--- config.mk ---
export PLATFORM = sky130hd
export DESIGN_NAME = ptd_dispatcher
export DESIGN_NICKNAME = d
export VERILOG_FILES = /design/src/verilog/ptd_pkg.sv /design/src/verilog/ptd_rec_mem.sv /design/src/verilog/ptd_dispatcher.sv
export VERILOG_INCLUDE_DIRS = /design/src /design/src/verilog
export SDC_FILE = /design/constraint.sdc
export NUM_CORES = 2
export LEC_CHECK = 0
export ABC_CLOCK_PERIOD_IN_PS = 20300
export BUFFER_PORTS_ARGS = -buffer_cell sky130_fd_sc_hd__buf_2
export CAP_MARGIN = 20
export CORE_MARGIN = 2
export CORE_UTILIZATION = 35
export DETAILED_ROUTE_END_ITERATION = 12
export GPL_TIMING_DRIVEN = 0
export PLACE_DENSITY = 0.54
export SYNTH_ARGS = -nofsm -noshare
export SYNTH_HDL_FRONTEND = slang
export SYNTH_SLANG_ARGS = --single-unit
--- constraint.sdc ---
create_clock -name CORE_CLK -period 20.3 [get_ports CORE_CLK]
set_clock_uncertainty 0.2 [all_clocks]
set_input_delay 3.045 -clock CORE_CLK [delete_from_list [all_inputs] [get_ports CORE_CLK]]
set_output_delay 3.045 -clock CORE_CLK [all_outputs]
set_load 0.005 [all_outputs]
--- src/verilog/ptd_cfg.svh ---
// Constants for the task dispatcher: timing counts, field widths and reset values
`ifndef PTD_CFG_SVH
`define PTD_CFG_SVH

// ============================================================
// Timing
`define PTD_CLK_PERIOD_NS 10
`define PTD_POLL_MS 1
`define PTD_TICK_CYCLES ((`PTD_POLL_MS * 1000000) / `PTD_CLK_PERIOD_NS)
`define PTD_CYCLE_RES_MS 10
`define PTD_RES_TICKS (`PTD_CYCLE_RES_MS / `PTD_POLL_MS)

// ============================================================
// Sizes and field positions
`define PTD_TASKS 8
`define PTD_SLOTS 24
`define PTD_TIME_W 32
`define PTD_CLASS_LSB 3

// ============================================================
// Reset values
`define PTD_DIS_RST 1'b0
`define PTD_COLL_RST 8'h00

`endif

--- src/verilog/ptd_pkg.sv ---
// Types shared by the task dispatcher modules
`default_nettype none
package ptd_pkg;

	typedef enum logic [1:0] {
		PTD_CLS_PERIODIC = 2'h0,
		PTD_CLS_EXTERNAL = 2'h1,
		PTD_CLS_INTERNAL = 2'h2
	} ptd_class_t;

	typedef logic [2:0] ptd_level_t;
	typedef logic [4:0] ptd_slot_t;

endpackage
`default_nettype wire

--- src/verilog/ptd_rec_mem.sv ---
// Collision time record store: eight words, per-entry write, clear, registered read
`timescale 1ns/1ps
`default_nettype none
`include "ptd_cfg.svh"

module ptd_rec_mem
	import ptd_pkg::*;
(
	input wire logic clk,                        // core clock
	input wire logic nrst,                       // synchronous reset, active low
	input wire logic clr,                        // wipe every record
	input wire logic [7:0] wr_en,                // one enable per record
	input wire logic [`PTD_TIME_W-1:0] wr_data,  // time written to enabled records
	input wire logic [2:0] rd_idx,               // record to read
	output logic [`PTD_TIME_W-1:0] rd_data       // registered read data
);

	logic [`PTD_TIME_W-1:0] mem_reg [`PTD_TASKS];

	genvar g;
	generate
		for (g = 0; g < `PTD_TASKS; g++) begin : g_rec
			// A new record beats a clear in the same cycle
			always_ff @(posedge clk) begin
				if (!nrst)
					mem_reg[g] <= '0;
				else if (wr_en[g])
					mem_reg[g] <= wr_data;
				else if (clr)
					mem_reg[g] <= '0;
			end
		end
	endgenerate

	always_ff @(posedge clk) begin
		if (!nrst)
			rd_data <= '0;
		else
			rd_data <= mem_reg[rd_idx];
	end

endmodule
`default_nettype wire

--- src/verilog/ptd_dispatcher.sv ---
// Priority task dispatcher: periodic, external and internal task requests
// Function
// RULE1: Three task classes, eight tasks each: periodic, external contact, internal variable.
// RULE2: Periodic task requested once per cycle; cycle counted in 10 ms units.
// RULE3: External task requested on rising edge of its input contact.
// RULE4: External contacts sampled every 1 ms; edges raise the bound task.
// RULE5: Internal task requested on variable rising edge or on state.
// RULE6: Internal triggers checked only at scan completion; in-scan pulses are missed.
// RULE7: Levels 0 to 7, level 0 most urgent; most urgent pending runs first.
// RULE8: More urgent request suspends running work, which resumes afterwards.
// RULE9: Scan program ranks lowest and is suspended whenever a task is requested.
// RULE10: No task starts while the initialization program runs.
// RULE11: Disable command blocks task starts; enable command allows them again.
// RULE12: Periodic and external task number equals its level; flags indexed by it.
// RULE13: Periodic request colliding with equal level dropped, flagged, time recorded.
// RULE14: External request on busy contact dropped and flagged in the bitmap.
// RULE15: Periodic time base advances only in RUN; pause time not counted.
// RULE16: External requests accepted only in RUN; pause requests discarded.
// RULE17: Initialization running flag high throughout initialization.
// RULE18: Losing task stays pending and runs before less urgent suspended work.
// RULE19: Collision flag, bitmap and records hold until software clears them.
`timescale 1ns/1ps
`default_nettype none
`include "ptd_cfg.svh"

module ptd_dispatcher
	import ptd_pkg::*;
#(
	parameter int unsigned TICK_CYCLES = `PTD_TICK_CYCLES
)(
	input wire logic CORE_CLK,                     // core clock, 100 MHz
	input wire logic NRST,                         // synchronous reset, active low
	input wire logic RUN_MODE,                     // 1 RUN, 0 PAUSE
	input wire logic INIT_RUNNING,                 // initialization program executing
	input wire logic TASK_START_DISABLE,           // pulse: block task starts
	input wire logic TASK_START_ENABLE,            // pulse: allow task starts
	input wire logic [7:0] PER_ENABLE,             // periodic task n configured
	input wire logic [255:0] PER_CYCLE,            // cycle of task n, 10 ms units
	input wire logic [7:0] EXT_ENABLE,             // external task n configured
	input wire logic [7:0] EXT_CONTACT,            // contact bound to external task n
	input wire logic [7:0] INT_ENABLE,             // internal task n configured
	input wire logic [7:0] INT_ON_LEVEL,           // 1 on-state trigger, 0 edge
	input wire logic [7:0] INT_VAR,                // Boolean variable of internal task n
	input wire logic [23:0] INT_PRIO,              // level of internal task n
	input wire logic SCAN_DONE,                    // pulse: scan program completed
	input wire logic TASK_DONE,                    // pulse: running task finished
	input wire logic COLL_CLEAR,                   // pulse: clear collision state
	input wire logic [2:0] REC_RD_IDX,             // collision record to read
	output logic RUN_VALID,                        // a task is running
	output logic [1:0] RUN_CLASS,                  // class of running task
	output logic [2:0] RUN_INDEX,                  // number of running task
	output logic [2:0] RUN_LEVEL,                  // level of running task
	output logic TASK_START,                       // pulse: a task was started
	output logic SCAN_SUSPEND,                     // scan program held
	output logic INIT_RUN_FLAG,                    // initialization running
	output logic START_DISABLED,                   // task starts blocked
	output logic COLL_FLAG,                        // collision warning
	output logic [7:0] COLLISION_BITMAP,           // collision per task number
	output logic [`PTD_TIME_W-1:0] REC_RD_DATA     // collision time record
);

	// ============================================================
	// Time base
	logic [31:0] tick_cnt_reg;
	logic ms_tick_reg;
	logic [3:0] res_cnt_reg;
	logic [`PTD_TIME_W-1:0] run_time_reg;
	wire res_tick = ms_tick_reg && RUN_MODE && (res_cnt_reg == 4'(`PTD_RES_TICKS - 1));

	always_ff @(posedge CORE_CLK) begin
		if (!NRST) begin
			tick_cnt_reg <= '0;
			ms_tick_reg <= 1'b0;
		end else begin
			ms_tick_reg <= (tick_cnt_reg == TICK_CYCLES - 1); // RULE4
			tick_cnt_reg <= (tick_cnt_reg == TICK_CYCLES - 1) ? '0 : tick_cnt_reg + 32'h1;
		end
	end

	// Only RUN ticks advance the resolution counter and the run clock
	always_ff @(posedge CORE_CLK) begin
		if (!NRST) begin
			res_cnt_reg <= '0;
			run_time_reg <= '0;
		end else if (ms_tick_reg && RUN_MODE) begin // RULE15
			res_cnt_reg <= res_tick ? 4'h0 : res_cnt_reg + 4'h1;
			if (res_tick)
				run_time_reg <= run_time_reg + 32'h1;
		end
	end

	// ============================================================
	// Running stack: one entry per level
	logic [7:0] active_reg;
	ptd_slot_t slot_reg [`PTD_TASKS];
	logic [7:0] pend_per_reg, pend_ext_reg, pend_int_reg;
	logic dis_reg;

	// ============================================================
	// Periodic requests
	logic [7:0] per_req, per_busy, lvl_int_pend;
	logic [31:0] per_cnt_reg [`PTD_TASKS];

	genvar g;
	generate
		for (g = 0; g < `PTD_TASKS; g++) begin : g_per
			wire [31:0] cyc = PER_CYCLE[g*32 +: 32];
			assign per_req[g] = res_tick && PER_ENABLE[g] && (cyc != 32'h0) &&
				(per_cnt_reg[g] >= cyc - 32'h1); // RULE2
			always_ff @(posedge CORE_CLK) begin
				if (!NRST || !PER_ENABLE[g])
					per_cnt_reg[g] <= '0;
				else if (res_tick)
					per_cnt_reg[g] <= per_req[g] ? 32'h0 : per_cnt_reg[g] + 32'h1;
			end
			// Equal level busy: running or pending in any class
			assign per_busy[g] = active_reg[g] || pend_per_reg[g] || pend_ext_reg[g] ||
				lvl_int_pend[g]; // RULE13
		end
	endgenerate

	always_comb begin
		lvl_int_pend = 8'h00;
		for (int k = 0; k < `PTD_TASKS; k++)
			if (pend_int_reg[k])
				lvl_int_pend[INT_PRIO[k*3 +: 3]] = 1'b1;
	end

	// ============================================================
	// External and internal requests
	logic [7:0] ext_prev_reg, int_prev_reg;
	wire [7:0] ext_edge = EXT_CONTACT & ~ext_prev_reg & EXT_ENABLE & {8{ms_tick_reg}}; // RULE3
	wire [7:0] ext_acc = ext_edge & {8{RUN_MODE}}; // RULE16
	logic [7:0] ext_busy;
	wire [7:0] int_trig = INT_ENABLE & (INT_VAR & (INT_ON_LEVEL | ~int_prev_reg)); // RULE5
	wire [7:0] int_set = int_trig & {8{SCAN_DONE}}; // RULE6

	generate
		for (g = 0; g < `PTD_TASKS; g++) begin : g_ext
			assign ext_busy[g] = pend_ext_reg[g] || (active_reg[g] &&
				slot_reg[g] == {PTD_CLS_EXTERNAL, 3'(g)}); // RULE14
		end
	endgenerate

	always_ff @(posedge CORE_CLK) begin
		if (!NRST) begin
			ext_prev_reg <= '0;
			int_prev_reg <= '0;
		end else begin
			if (ms_tick_reg)
				ext_prev_reg <= EXT_CONTACT; // RULE4
			if (SCAN_DONE)
				int_prev_reg <= INT_VAR; // RULE6
		end
	end

	wire [7:0] per_set = per_req & ~per_busy;
	wire [7:0] ext_set = ext_acc & ~ext_busy;
	wire [7:0] per_coll = per_req & per_busy; // RULE13
	wire [7:0] coll_set = per_coll | (ext_acc & ext_busy); // RULE14

	// ============================================================
	// Arbitration
	wire [23:0] pend_all = {pend_int_reg, pend_ext_reg, pend_per_reg}; // RULE1
	ptd_level_t cand_lvl [`PTD_SLOTS];
	logic best_hit;
	ptd_level_t best_lvl;
	ptd_slot_t best_id;

	generate
		for (g = 0; g < `PTD_TASKS; g++) begin : g_lvl
			assign cand_lvl[g] = 3'(g); // RULE12
			assign cand_lvl[g + 8] = 3'(g); // RULE12
			assign cand_lvl[g + 16] = INT_PRIO[g*3 +: 3];
		end
	endgenerate

	// Lowest level wins; ties go to the lower slot number
	always_comb begin
		best_hit = 1'b0;
		best_lvl = 3'h7;
		best_id = 5'h00;
		for (int i = 0; i < `PTD_SLOTS; i++) begin
			if (pend_all[i] && (!best_hit || cand_lvl[i] < best_lvl)) begin // RULE7
				best_hit = 1'b1;
				best_lvl = cand_lvl[i];
				best_id = 5'(i);
			end
		end
	end

	wire [7:0] done_bit = TASK_DONE ? (active_reg & (~active_reg + 8'h01)) : 8'h00;
	wire [7:0] active_after = active_reg & ~done_bit;
	logic cur_hit;
	ptd_level_t cur_lvl;

	always_comb begin
		cur_hit = 1'b0;
		cur_lvl = 3'h7;
		for (int i = `PTD_TASKS - 1; i >= 0; i--) begin
			if (active_after[i]) begin
				cur_hit = 1'b1;
				cur_lvl = 3'(i);
			end
		end
	end

	wire start_ok = RUN_MODE && !INIT_RUNNING && !dis_reg; // RULE10 RULE11
	// A pending task beats suspended work of a lower urgency
	wire start_now = start_ok && best_hit && (!cur_hit || best_lvl < cur_lvl); // RULE8 RULE18
	wire [7:0] start_bit = start_now ? (8'h01 << best_lvl) : 8'h00;
	wire [7:0] active_next = active_after | start_bit;
	wire [23:0] pend_clr = start_now ? (24'h000001 << best_id) : 24'h000000;
	wire [23:0] pend_next = (pend_all & ~pend_clr) | {int_set, ext_set, per_set}; // RULE18
	// Idle shows zeros: with no level active, 5'h00 is selected instead of slot_reg
	wire ptd_slot_t run_id_next = start_now ? best_id : (cur_hit ? slot_reg[cur_lvl] : 5'h00);
	wire ptd_level_t run_lvl_next = start_now ? best_lvl : (cur_hit ? cur_lvl : 3'h0);

	always_ff @(posedge CORE_CLK) begin
		if (!NRST) begin
			active_reg <= '0;
			{pend_int_reg, pend_ext_reg, pend_per_reg} <= '0;
		end else begin
			active_reg <= active_next; // RULE8
			{pend_int_reg, pend_ext_reg, pend_per_reg} <= pend_next;
			if (start_now)
				slot_reg[best_lvl] <= best_id;
		end
	end

	// ============================================================
	// Commands, status and collision state
	always_ff @(posedge CORE_CLK) begin
		if (!NRST)
			dis_reg <= `PTD_DIS_RST;
		else if (TASK_START_DISABLE)
			dis_reg <= 1'b1; // RULE11
		else if (TASK_START_ENABLE)
			dis_reg <= 1'b0; // RULE11
	end

	always_ff @(posedge CORE_CLK) begin
		if (!NRST) begin
			RUN_VALID <= 1'b0;
			RUN_CLASS <= '0;
			RUN_INDEX <= '0;
			RUN_LEVEL <= '0;
			TASK_START <= 1'b0;
			SCAN_SUSPEND <= 1'b0;
			INIT_RUN_FLAG <= 1'b0;
			START_DISABLED <= 1'b0;
			COLL_FLAG <= 1'b0;
			COLLISION_BITMAP <= `PTD_COLL_RST;
		end else begin
			RUN_VALID <= |active_next;
			RUN_CLASS <= run_id_next[4:`PTD_CLASS_LSB];
			RUN_INDEX <= run_id_next[2:0];
			RUN_LEVEL <= run_lvl_next;
			TASK_START <= start_now;
			SCAN_SUSPEND <= (|active_next) || (|pend_next); // RULE9
			INIT_RUN_FLAG <= INIT_RUNNING; // RULE17
			START_DISABLED <= dis_reg;
			// New collisions win over a clear in the same cycle
			COLL_FLAG <= (COLL_FLAG && !COLL_CLEAR) || (|coll_set); // RULE19
			COLLISION_BITMAP <= (COLLISION_BITMAP & ~{8{COLL_CLEAR}}) | coll_set; // RULE19
		end
	end

	ptd_rec_mem u_rec (
		.clk(CORE_CLK),
		.nrst(NRST),
		.clr(COLL_CLEAR),
		.wr_en(per_coll), // RULE13
		.wr_data(run_time_reg),
		.rd_idx(REC_RD_IDX),
		.rd_data(REC_RD_DATA)
	);
endmodule
`default_nettype wire

* Word-level counts from Yosys, hierarchy flattened
Memories as Yosys holds them, arrays and structs flattened. A register that Yosys moved wholly into a read port is not among the register bits.
Index checks and enable logic that the tools add are counted.
W data, S select, Z words.
** Storage, ports and cells
- Bits in registers :: 140
- RAM bits :: 552
- Input bits :: 340
- Output and inout port bits :: 54
- Logic and storage cells :: 589
- Memories :: 3
** Memory list
- per_cnt_reg :: words 8, bits a word 32, rd ports 8, clocked after memory_dff 0, write ports 8, line ptd_dispatcher.sv:102 : logic [31:0] per_cnt_reg [`PTD_TASKS];
- u_rec.mem_reg :: words 8, bits a word 32, rd ports 1, clocked after memory_dff 1, write ports 8, line ptd_rec_mem.sv:18 : logic [`PTD_TIME_W-1:0] mem_reg [`PTD_TASKS];
- slot_reg :: words 8, bits a word 5, rd ports 9, clocked after memory_dff 0, write ports 1, line ptd_dispatcher.sv:95 : ptd_slot_t slot_reg [`PTD_TASKS];
** Operators by class
- Add/sub/neg operators :: 20
- Magnitude comparators :: 48
- Equality and inequality tests :: 10
- Shift-type cells :: 2
- Mux-type cells :: 238
- Bitwise logic cells :: 60
- Reductions and logical operators :: 187
** Operator list (number)
- $mux W32 :: 32
- $add A32 B1 Y32 const B :: 10
- $ge A32 B32 Y1 :: 8
- $reduce_bool A32 Y1 :: 8
- $sub A32 B1 Y32 const B :: 8
- $mux W1 :: 130
- $mux W5 :: 24
- $and A8 B8 Y8 :: 14
- $mux W3 :: 32
- $or A8 B8 Y8 :: 11
- $mux W8 :: 10
- $logic_and A1 B1 Y1 :: 70
- $logic_or A1 B1 Y1 :: 66
- $not A8 Y8 :: 7
- $eq A5 B4 Y1 const B :: 8
- $logic_not A1 Y1 :: 37
- $eq A32 B17 Y1 const B :: 1
- $lt A3 B4 Y1 const B :: 8
- $lt A3 B3 Y1 :: 9
- $and A24 B24 Y24 :: 1
- $demux W1 S3 :: 8
- $ge A3 B1 Y1 const B :: 8
- $lt A3 B3 Y1 const A :: 8
- $mux W24 :: 1
- other kinds (17) :: 46

* Longest topological paths before layout
- Depth after elaboration :: 102
- Gate-level depth with buffers :: 72

* By module
Synthesis repeated with hierarchy kept, for this count alone.
** Second synthesis, totals
- Cells, all modules :: 4574
- Area, all modules :: 45974.1 µm²
** By module, submodules not included
- ptd_dispatcher :: instances 1, cells an instance 3746, area each 33387.0 µm²
- ptd_rec_mem :: instances 1, cells an instance 828, area each 12587.1 µm²

* Worst setup path after synthesis
OpenSTA, ideal clock, no wires.
- Path kind :: input to register
- Start point :: input port INT_PRIO[2]
- End point :: memory slot_reg[6][0] (netlist name) (enable)
- Setup time :: 340 ps
- Arrival :: 14398 ps
- Setup slack :: 5363 ps
- Stages :: 62
- Path through :: ha_1 o21ai_1 a21o_1 a21o_1 o21ai_0 inv_1 ha_1 nand2_1 a41o_1 o31a_1 mux2i_1 ha_1 and2_1 nand2_1 a22oi_2 mux2i_1 inv_1 ha_1 (+26 left out) ha_1 o22ai_1 nand2_1 and2_1 o41ai_4 mux2_2 ha_1 a21oi_1 nor2_1 nor2_1 o2111a_1 a21o_1 buf_2 buf_6 buf_2 nand2_1 or2_1 nor2_1
** Between the ends
- Word-level cells in the longest chain between the ends :: 38
** RTL lines
- start, declared :: line ptd_dispatcher.sv:44 : input wire logic [23:0] INT_PRIO,
- $lt A3 B3 Y1 :: line ptd_dispatcher.sv:184 : if (pend_all[i] && (!best_hit || cand_lvl[i] < best_lvl)) begin
- $logic_or A1 B1 Y1 :: line ptd_dispatcher.sv:184
- $logic_and A1 B1 Y1 :: line ptd_dispatcher.sv:184
- $mux W3 or $mux W1 (tied branches) :: line ptd_dispatcher.sv:184
- $lt A3 B3 Y1 or $logic_not A1 Y1 (tied branches) :: line ptd_dispatcher.sv:184
- $logic_or A1 B1 Y1 :: line ptd_dispatcher.sv:184
- $logic_and A1 B1 Y1 :: line ptd_dispatcher.sv:184
- $mux W3 or $mux W1 (tied branches) :: line ptd_dispatcher.sv:184
- (+22 left out)
- $logic_and A1 B1 Y1 :: line ptd_dispatcher.sv:184
- $mux W3 :: line ptd_dispatcher.sv:184
- $lt A3 B3 Y1 :: line ptd_dispatcher.sv:210 : wire start_now = start_ok && best_hit && (!cur_hit || best_lvl < cur_lvl);
- $logic_or A1 B1 Y1 :: line ptd_dispatcher.sv:210
- $logic_and A1 B1 Y1 :: line ptd_dispatcher.sv:210
- $mux W1 :: line ptd_dispatcher.sv:226 : if (start_now)
- $mux W1 :: line ptd_dispatcher.sv:220 : if (!NRST) begin
- $mux W1 (implied by the code) :: line ptd_dispatcher.sv:227 : slot_reg[best_lvl] <= best_id;
- end, declared :: line ptd_dispatcher.sv:95
Parallel ways exist; a longest one is shown, timed or not.

* Worst setup path in the final report
- Start point :: input port INT_PRIO[2]
- End point :: memory slot_reg[6][3] (netlist name) (enable)
The elaborated chain is that of the path after synthesis.

==> reports/results.txt <==
In this run the worst path has a maximum fanout of 10. The cell count of the worst hold path is 1. The worst register-to-register path begins at pend_per_reg[0]. The die covers 0.133 mm2. The number of instances resized during post-cts repair is 0. Period utilization: 82.7%. For the total overflow reported by the global router, the log shows 0. Leading register cell type out of synthesis: sky130_fd_sc_hd__edfxtp_1.

The overall power consumption was 3.85 mW. For this design the total switching power over the nets is 0.994 mW. The minimum period implied by the final worst setup slack came out at 16,790 ps. The worst register-to-register path ends at slot_reg[6][3]. The data arrival time of the worst path was 16,910 ps; the xor/xnor cell area share of the yosys netlist was 10.2%. The final layout contains routed wiring with a total length of 134 mm. The largest single stage delay on the critical path is 570 ps. The internal power is 2.85 mW, and the adder-cell share of the synthesized area is 8.15%.

The slew at the pin with the worst max-slew slack came out at 1210 ps. The die boundary width is 365 um. In the global route stage, overall resource usage came out at 19.8%. The H-tree was split into 3 levels.

Distinct cell type count of the synthesized netlist: 107. Share of total power in combinational logic: 12.1%. The tools report the synthesized netlist net count as 5,149. The via count of the first global-routing pass is 35.0k.

The count of flip-flops with a built-in enable after synthesis was 552; the max-slew violation total from the final report was 0. The via density per instance is 5.21, and the switching power as a share of total power is 25.8%. IR analysis of the VDD net gives a maximum drop of 0.0562 mV. The final-layout worst hold slack was 261 ps; the pin count of the biggest net entering global routing was 33. For the number of top-level pins, the log shows 394. The count of standard-cell rows was 132. The run finished with clean final reports.

By area, the combinational part of the netlist is dominated by simple AND/OR/NAND/NOR gates. The height of the die was 365 um; the relative area change from synthesis to final layout was 16.9%. After synthesis, the largest area contributor takes up 36.3% of total cell area. The wire-length estimate of the detail-placed layout is 103 mm. Of the cells placed in the final design, the portion with a size suffix greater than 1 is 13.7%. The logs give 43.8% for the sequential fraction of the synthesis area and 3510 ps for the setup slack after layout.

The mean area per synthesized cell was 10.1 um2. For the worst-skew pair, the clock arrives at the later sink with an insertion delay of 680 ps. The core region is 0.129 mm2. Of the total power, registers draw 44.4%.

The net count of the finished layout was 5,645. Synthesis produced 4,513 cells. The first global-routing pass estimated 204 mm of wire. TritonCTS built the clock tree.

The initial antenna violation count is 32. Headroom to the max-slew limit came out at 19.0%. For this design the ratio of total power to cell area is 72.0 mW/mm2. The tree is rooted in a sky130_fd_sc_hd__clkbuf_16.

Clock tree synthesis found a total of 724 sinks. The critical path is of the in2reg type. The via total after detailed routing is 35.6k. Final design utilization: 41.3%.

Setup repair after global routing left no endpoint under its margin. The number of synthesized register bits was 724; the number of failing hold endpoints at the final stage was 0. The run gives 0.0457 mm2 as the mapped cell area.

In this run the worst hold path is classified as reg2reg. The number of buffers inserted for hold repair after clock tree synthesis was 0. Dividing the detail-routed wire length by the instance count gives 19.6 um. Timing would allow up to 0.0596 GHz.

The end point of the most critical hold path was tick_cnt_reg[0]. The worst-case clock buffer depth was 3. The setup TNS after final layout came out at 0 ps.

The basic-gate share of the synthesized area counting and, or, nand and nor cells is 23.0%. Setup violations remaining at the end of the flow were counted as 0. Among all stages on the critical path, the largest delay is contributed by sky130_fd_sc_hd__o41ai_4. Multiplexer cells account for 5.09% of the synthesized area. The clock network power share came out at 43.5%.

In the routed design, unresolved DRC markers number 0. The first detailed-routing pass ran for 5 iterations. The max-cap check violation count is 0. TritonCTS buffer count: 87. The setup check on the worst reg-to-reg path leaves a slack of 4630 ps. The kind of capture point of the worst setup path was a register.

The post-synthesis async set-or-reset flop share was 0%; the global placement routability congestion was 0.917. The count of nets left with antenna violations after detail routing was 0. STA puts the critical path data required time at 20,420 ps.

The kind of cell with the highest combined delay along the critical path is compound AO/OA/AOI/OAI gates. Leading area contributor after synthesis: sky130_fd_sc_hd__edfxtp_1. Summed over all cells, the static leakage comes to 20.9 nW. The tools report the pre-CTS setup slack as 3020 ps. During synthesis, Yosys emitted a total of 0 warnings. The worst setup path is launched from an input pin. The logs give 2,426 for the first-iteration detailed-routing DRC count and 35.3% for the starting utilization of the core area.

The number of setup buffers added after CTS is 0. Counting cells, the worst reg-to-reg path comes to 66. The most numerous cell type found on the critical path is sky130_fd_sc_hd__ha_1. Summing the areas of all compound-gate instances in the mapped netlist gives 7.51% of the synthesized area. The count of buffers from port buffering was 385. The hold path startpoint was tick_cnt_reg[0]. The critical path contains buffers and inverters numbering 10 combined. In the post-synthesis netlist, the biggest area contributors are sky130_fd_sc_hd__edfxtp_1 36%, sky130_fd_sc_hd__ha_1 8.1%, sky130_fd_sc_hd__dfxtp_1 7.5%, sky130_fd_sc_hd__xor2_1 5.2%, sky130_fd_sc_hd__nor2_1 5.2%.

After clock tree synthesis, the clock-pin slew on the worst setup and hold paths is 60 ps.
==> cell usage in the layout, fill, tap and decap left out, types with 16 or more instances in the layout <==
cell                          n
sky130_fd_sc_hd__and3_1     175
sky130_fd_sc_hd__and4_1      25
sky130_fd_sc_hd__clkbuf_1   163
sky130_fd_sc_hd__mux4_2      74
sky130_fd_sc_hd__ha_1       296
sky130_fd_sc_hd__buf_2      393
sky130_fd_sc_hd__nand2_1    289
sky130_fd_sc_hd__nor3_1     125
sky130_fd_sc_hd__xor2_1     273
sky130_fd_sc_hd__and2_1     197
sky130_fd_sc_hd__clkinv_2    16
sky130_fd_sc_hd__or4_1       18
sky130_fd_sc_hd__nand2b_1    71
sky130_fd_sc_hd__or3_1       27
sky130_fd_sc_hd__dfxtp_1    172
sky130_fd_sc_hd__a21o_1     111
sky130_fd_sc_hd__edfxtp_1   552
sky130_fd_sc_hd__clkbuf_16   88
sky130_fd_sc_hd__a21oi_1    109
sky130_fd_sc_hd__nor2_1     633
sky130_fd_sc_hd__o21ai_0     80
sky130_fd_sc_hd__mux2i_1     55
sky130_fd_sc_hd__xnor2_1    260
sky130_fd_sc_hd__inv_1       91
sky130_fd_sc_hd__nand3_1    170
sky130_fd_sc_hd__nor2b_1     59
sky130_fd_sc_hd__nand4_1     91
sky130_fd_sc_hd__nor4_1      99
==> power groups by stage <==
stage / logic, mW / registers [mW] / clock network (mW)
after floorplan: 0.287 / 1.72 / 0
after global placement: 0.448 / 1.74 / 0
after detailed placement: 0.464 / 1.74 / 0
after CTS: 0.467 / 1.71 / 1.71
after global routing: 0.519 / 1.72 / 1.76
final: 0.466 / 1.71 / 1.67
==> logic make-up (layout without fill, tap and decap cells) <==
family	Yosys count	in the layout
AO/OA/AOI/OAI	489	489
XOR/XNOR	533	533
adder cells (fa/ha/maj)	298	298
buffers and inverters	267	836
flip-flops	724	724
multiplexers	138	138
other	0	12
AND/OR/NAND/NOR	2064	2064
==> cell type report <==
class / instances / area [um2]
Antenna cell: 12 / 30.0
Multi-Input combinational cell: 3522 / 24700
Timing Repair Buffer: 407 / 2400
Clock buffer: 113 / 2380
Tap cell: 1742 / 2180
Clock inverter: 49 / 683
Fill cell: 12733 / 76100
Inverter: 96 / 360
Sequential cell: 724 / 20000
Buffer: 171 / 676
==> worst max path at each step <==
stage | to | slack, ps | cells after the start | from
after floorplan | slot_reg[6][0] | 5360 | 62 | INT_PRIO[2]
after detailed placement | slot_reg[6][0] | 3020 | 62 | INT_PRIO[2]
after global placement | slot_reg[6][0] | 3050 | 62 | INT_PRIO[2]
after global routing | slot_reg[4][4] | 2490 | 62 | INT_PRIO[0]
after CTS | slot_reg[6][0] | 3680 | 62 | INT_PRIO[2]
final | slot_reg[6][3] | 3510 | 62 | INT_PRIO[2]
==> metrics by stage <==
step                cell area, um2  std cells
finish                       53400       6836
floorplan                    45700       4513
global route                 53400       6829
global placement             49800       6640
detailed placement           50300       6658
CTS                          53400       6820
==> synth_stat cells, drive strengths merged (6+ instances only) <==
| cell type | n |
|---|---|
| and4 | 25 |
| nor3 | 125 |
| xor2 | 273 |
| o31a | 9 |
| o2111ai | 12 |
| mux2i | 57 |
| mux4 | 74 |
| o31ai | 13 |
| edfxtp | 552 |
| a211oi | 15 |
| nor2 | 636 |
| nand2b | 72 |
| o21ai | 85 |
| nand4 | 91 |
| nand2 | 296 |
| or3 | 28 |
| a41oi | 8 |
| nor4b | 8 |
| ha | 296 |
| and3 | 175 |
| buf | 24 |
| o22ai | 13 |
| nor2b | 59 |
| nor4 | 103 |
| or4 | 19 |
| nand4b | 10 |
| xnor2 | 260 |
| nand3 | 171 |
| o2111a | 7 |
| a31oi | 16 |
| nor3b | 11 |
| a21o | 112 |
| a22oi | 7 |
| clkbuf | 147 |
| nand3b | 9 |
| dfxtp | 172 |
| mux2 | 7 |
| inv | 95 |
| a21oi | 112 |
| o211ai | 6 |
| or2 | 14 |
| a211o | 6 |
| o21a | 11 |
| and2 | 197 |
==> worst reg2reg max path, delay by kind of cell (launching register included) <==
kind                       cells  cell delay [ps]
muxes                          8             2470
AOI/OAI and AO/OA             20             5010
and+or+nand+nor               18             3540
DFF                            1              290
adders and majority gates      9             2350
buffers and inverters         11             1460
==> layer usage <==
metal  vias up  GRT usage (%)  wire (um)
met5         -              0        198
met4        32           5.47       2890
met3       192           5.45      10700
met2       961           32.1      61200
met1     17042           25.9      58900
li1      17417              -          -
No activity file was read; power rests on OpenSTA's default activity.
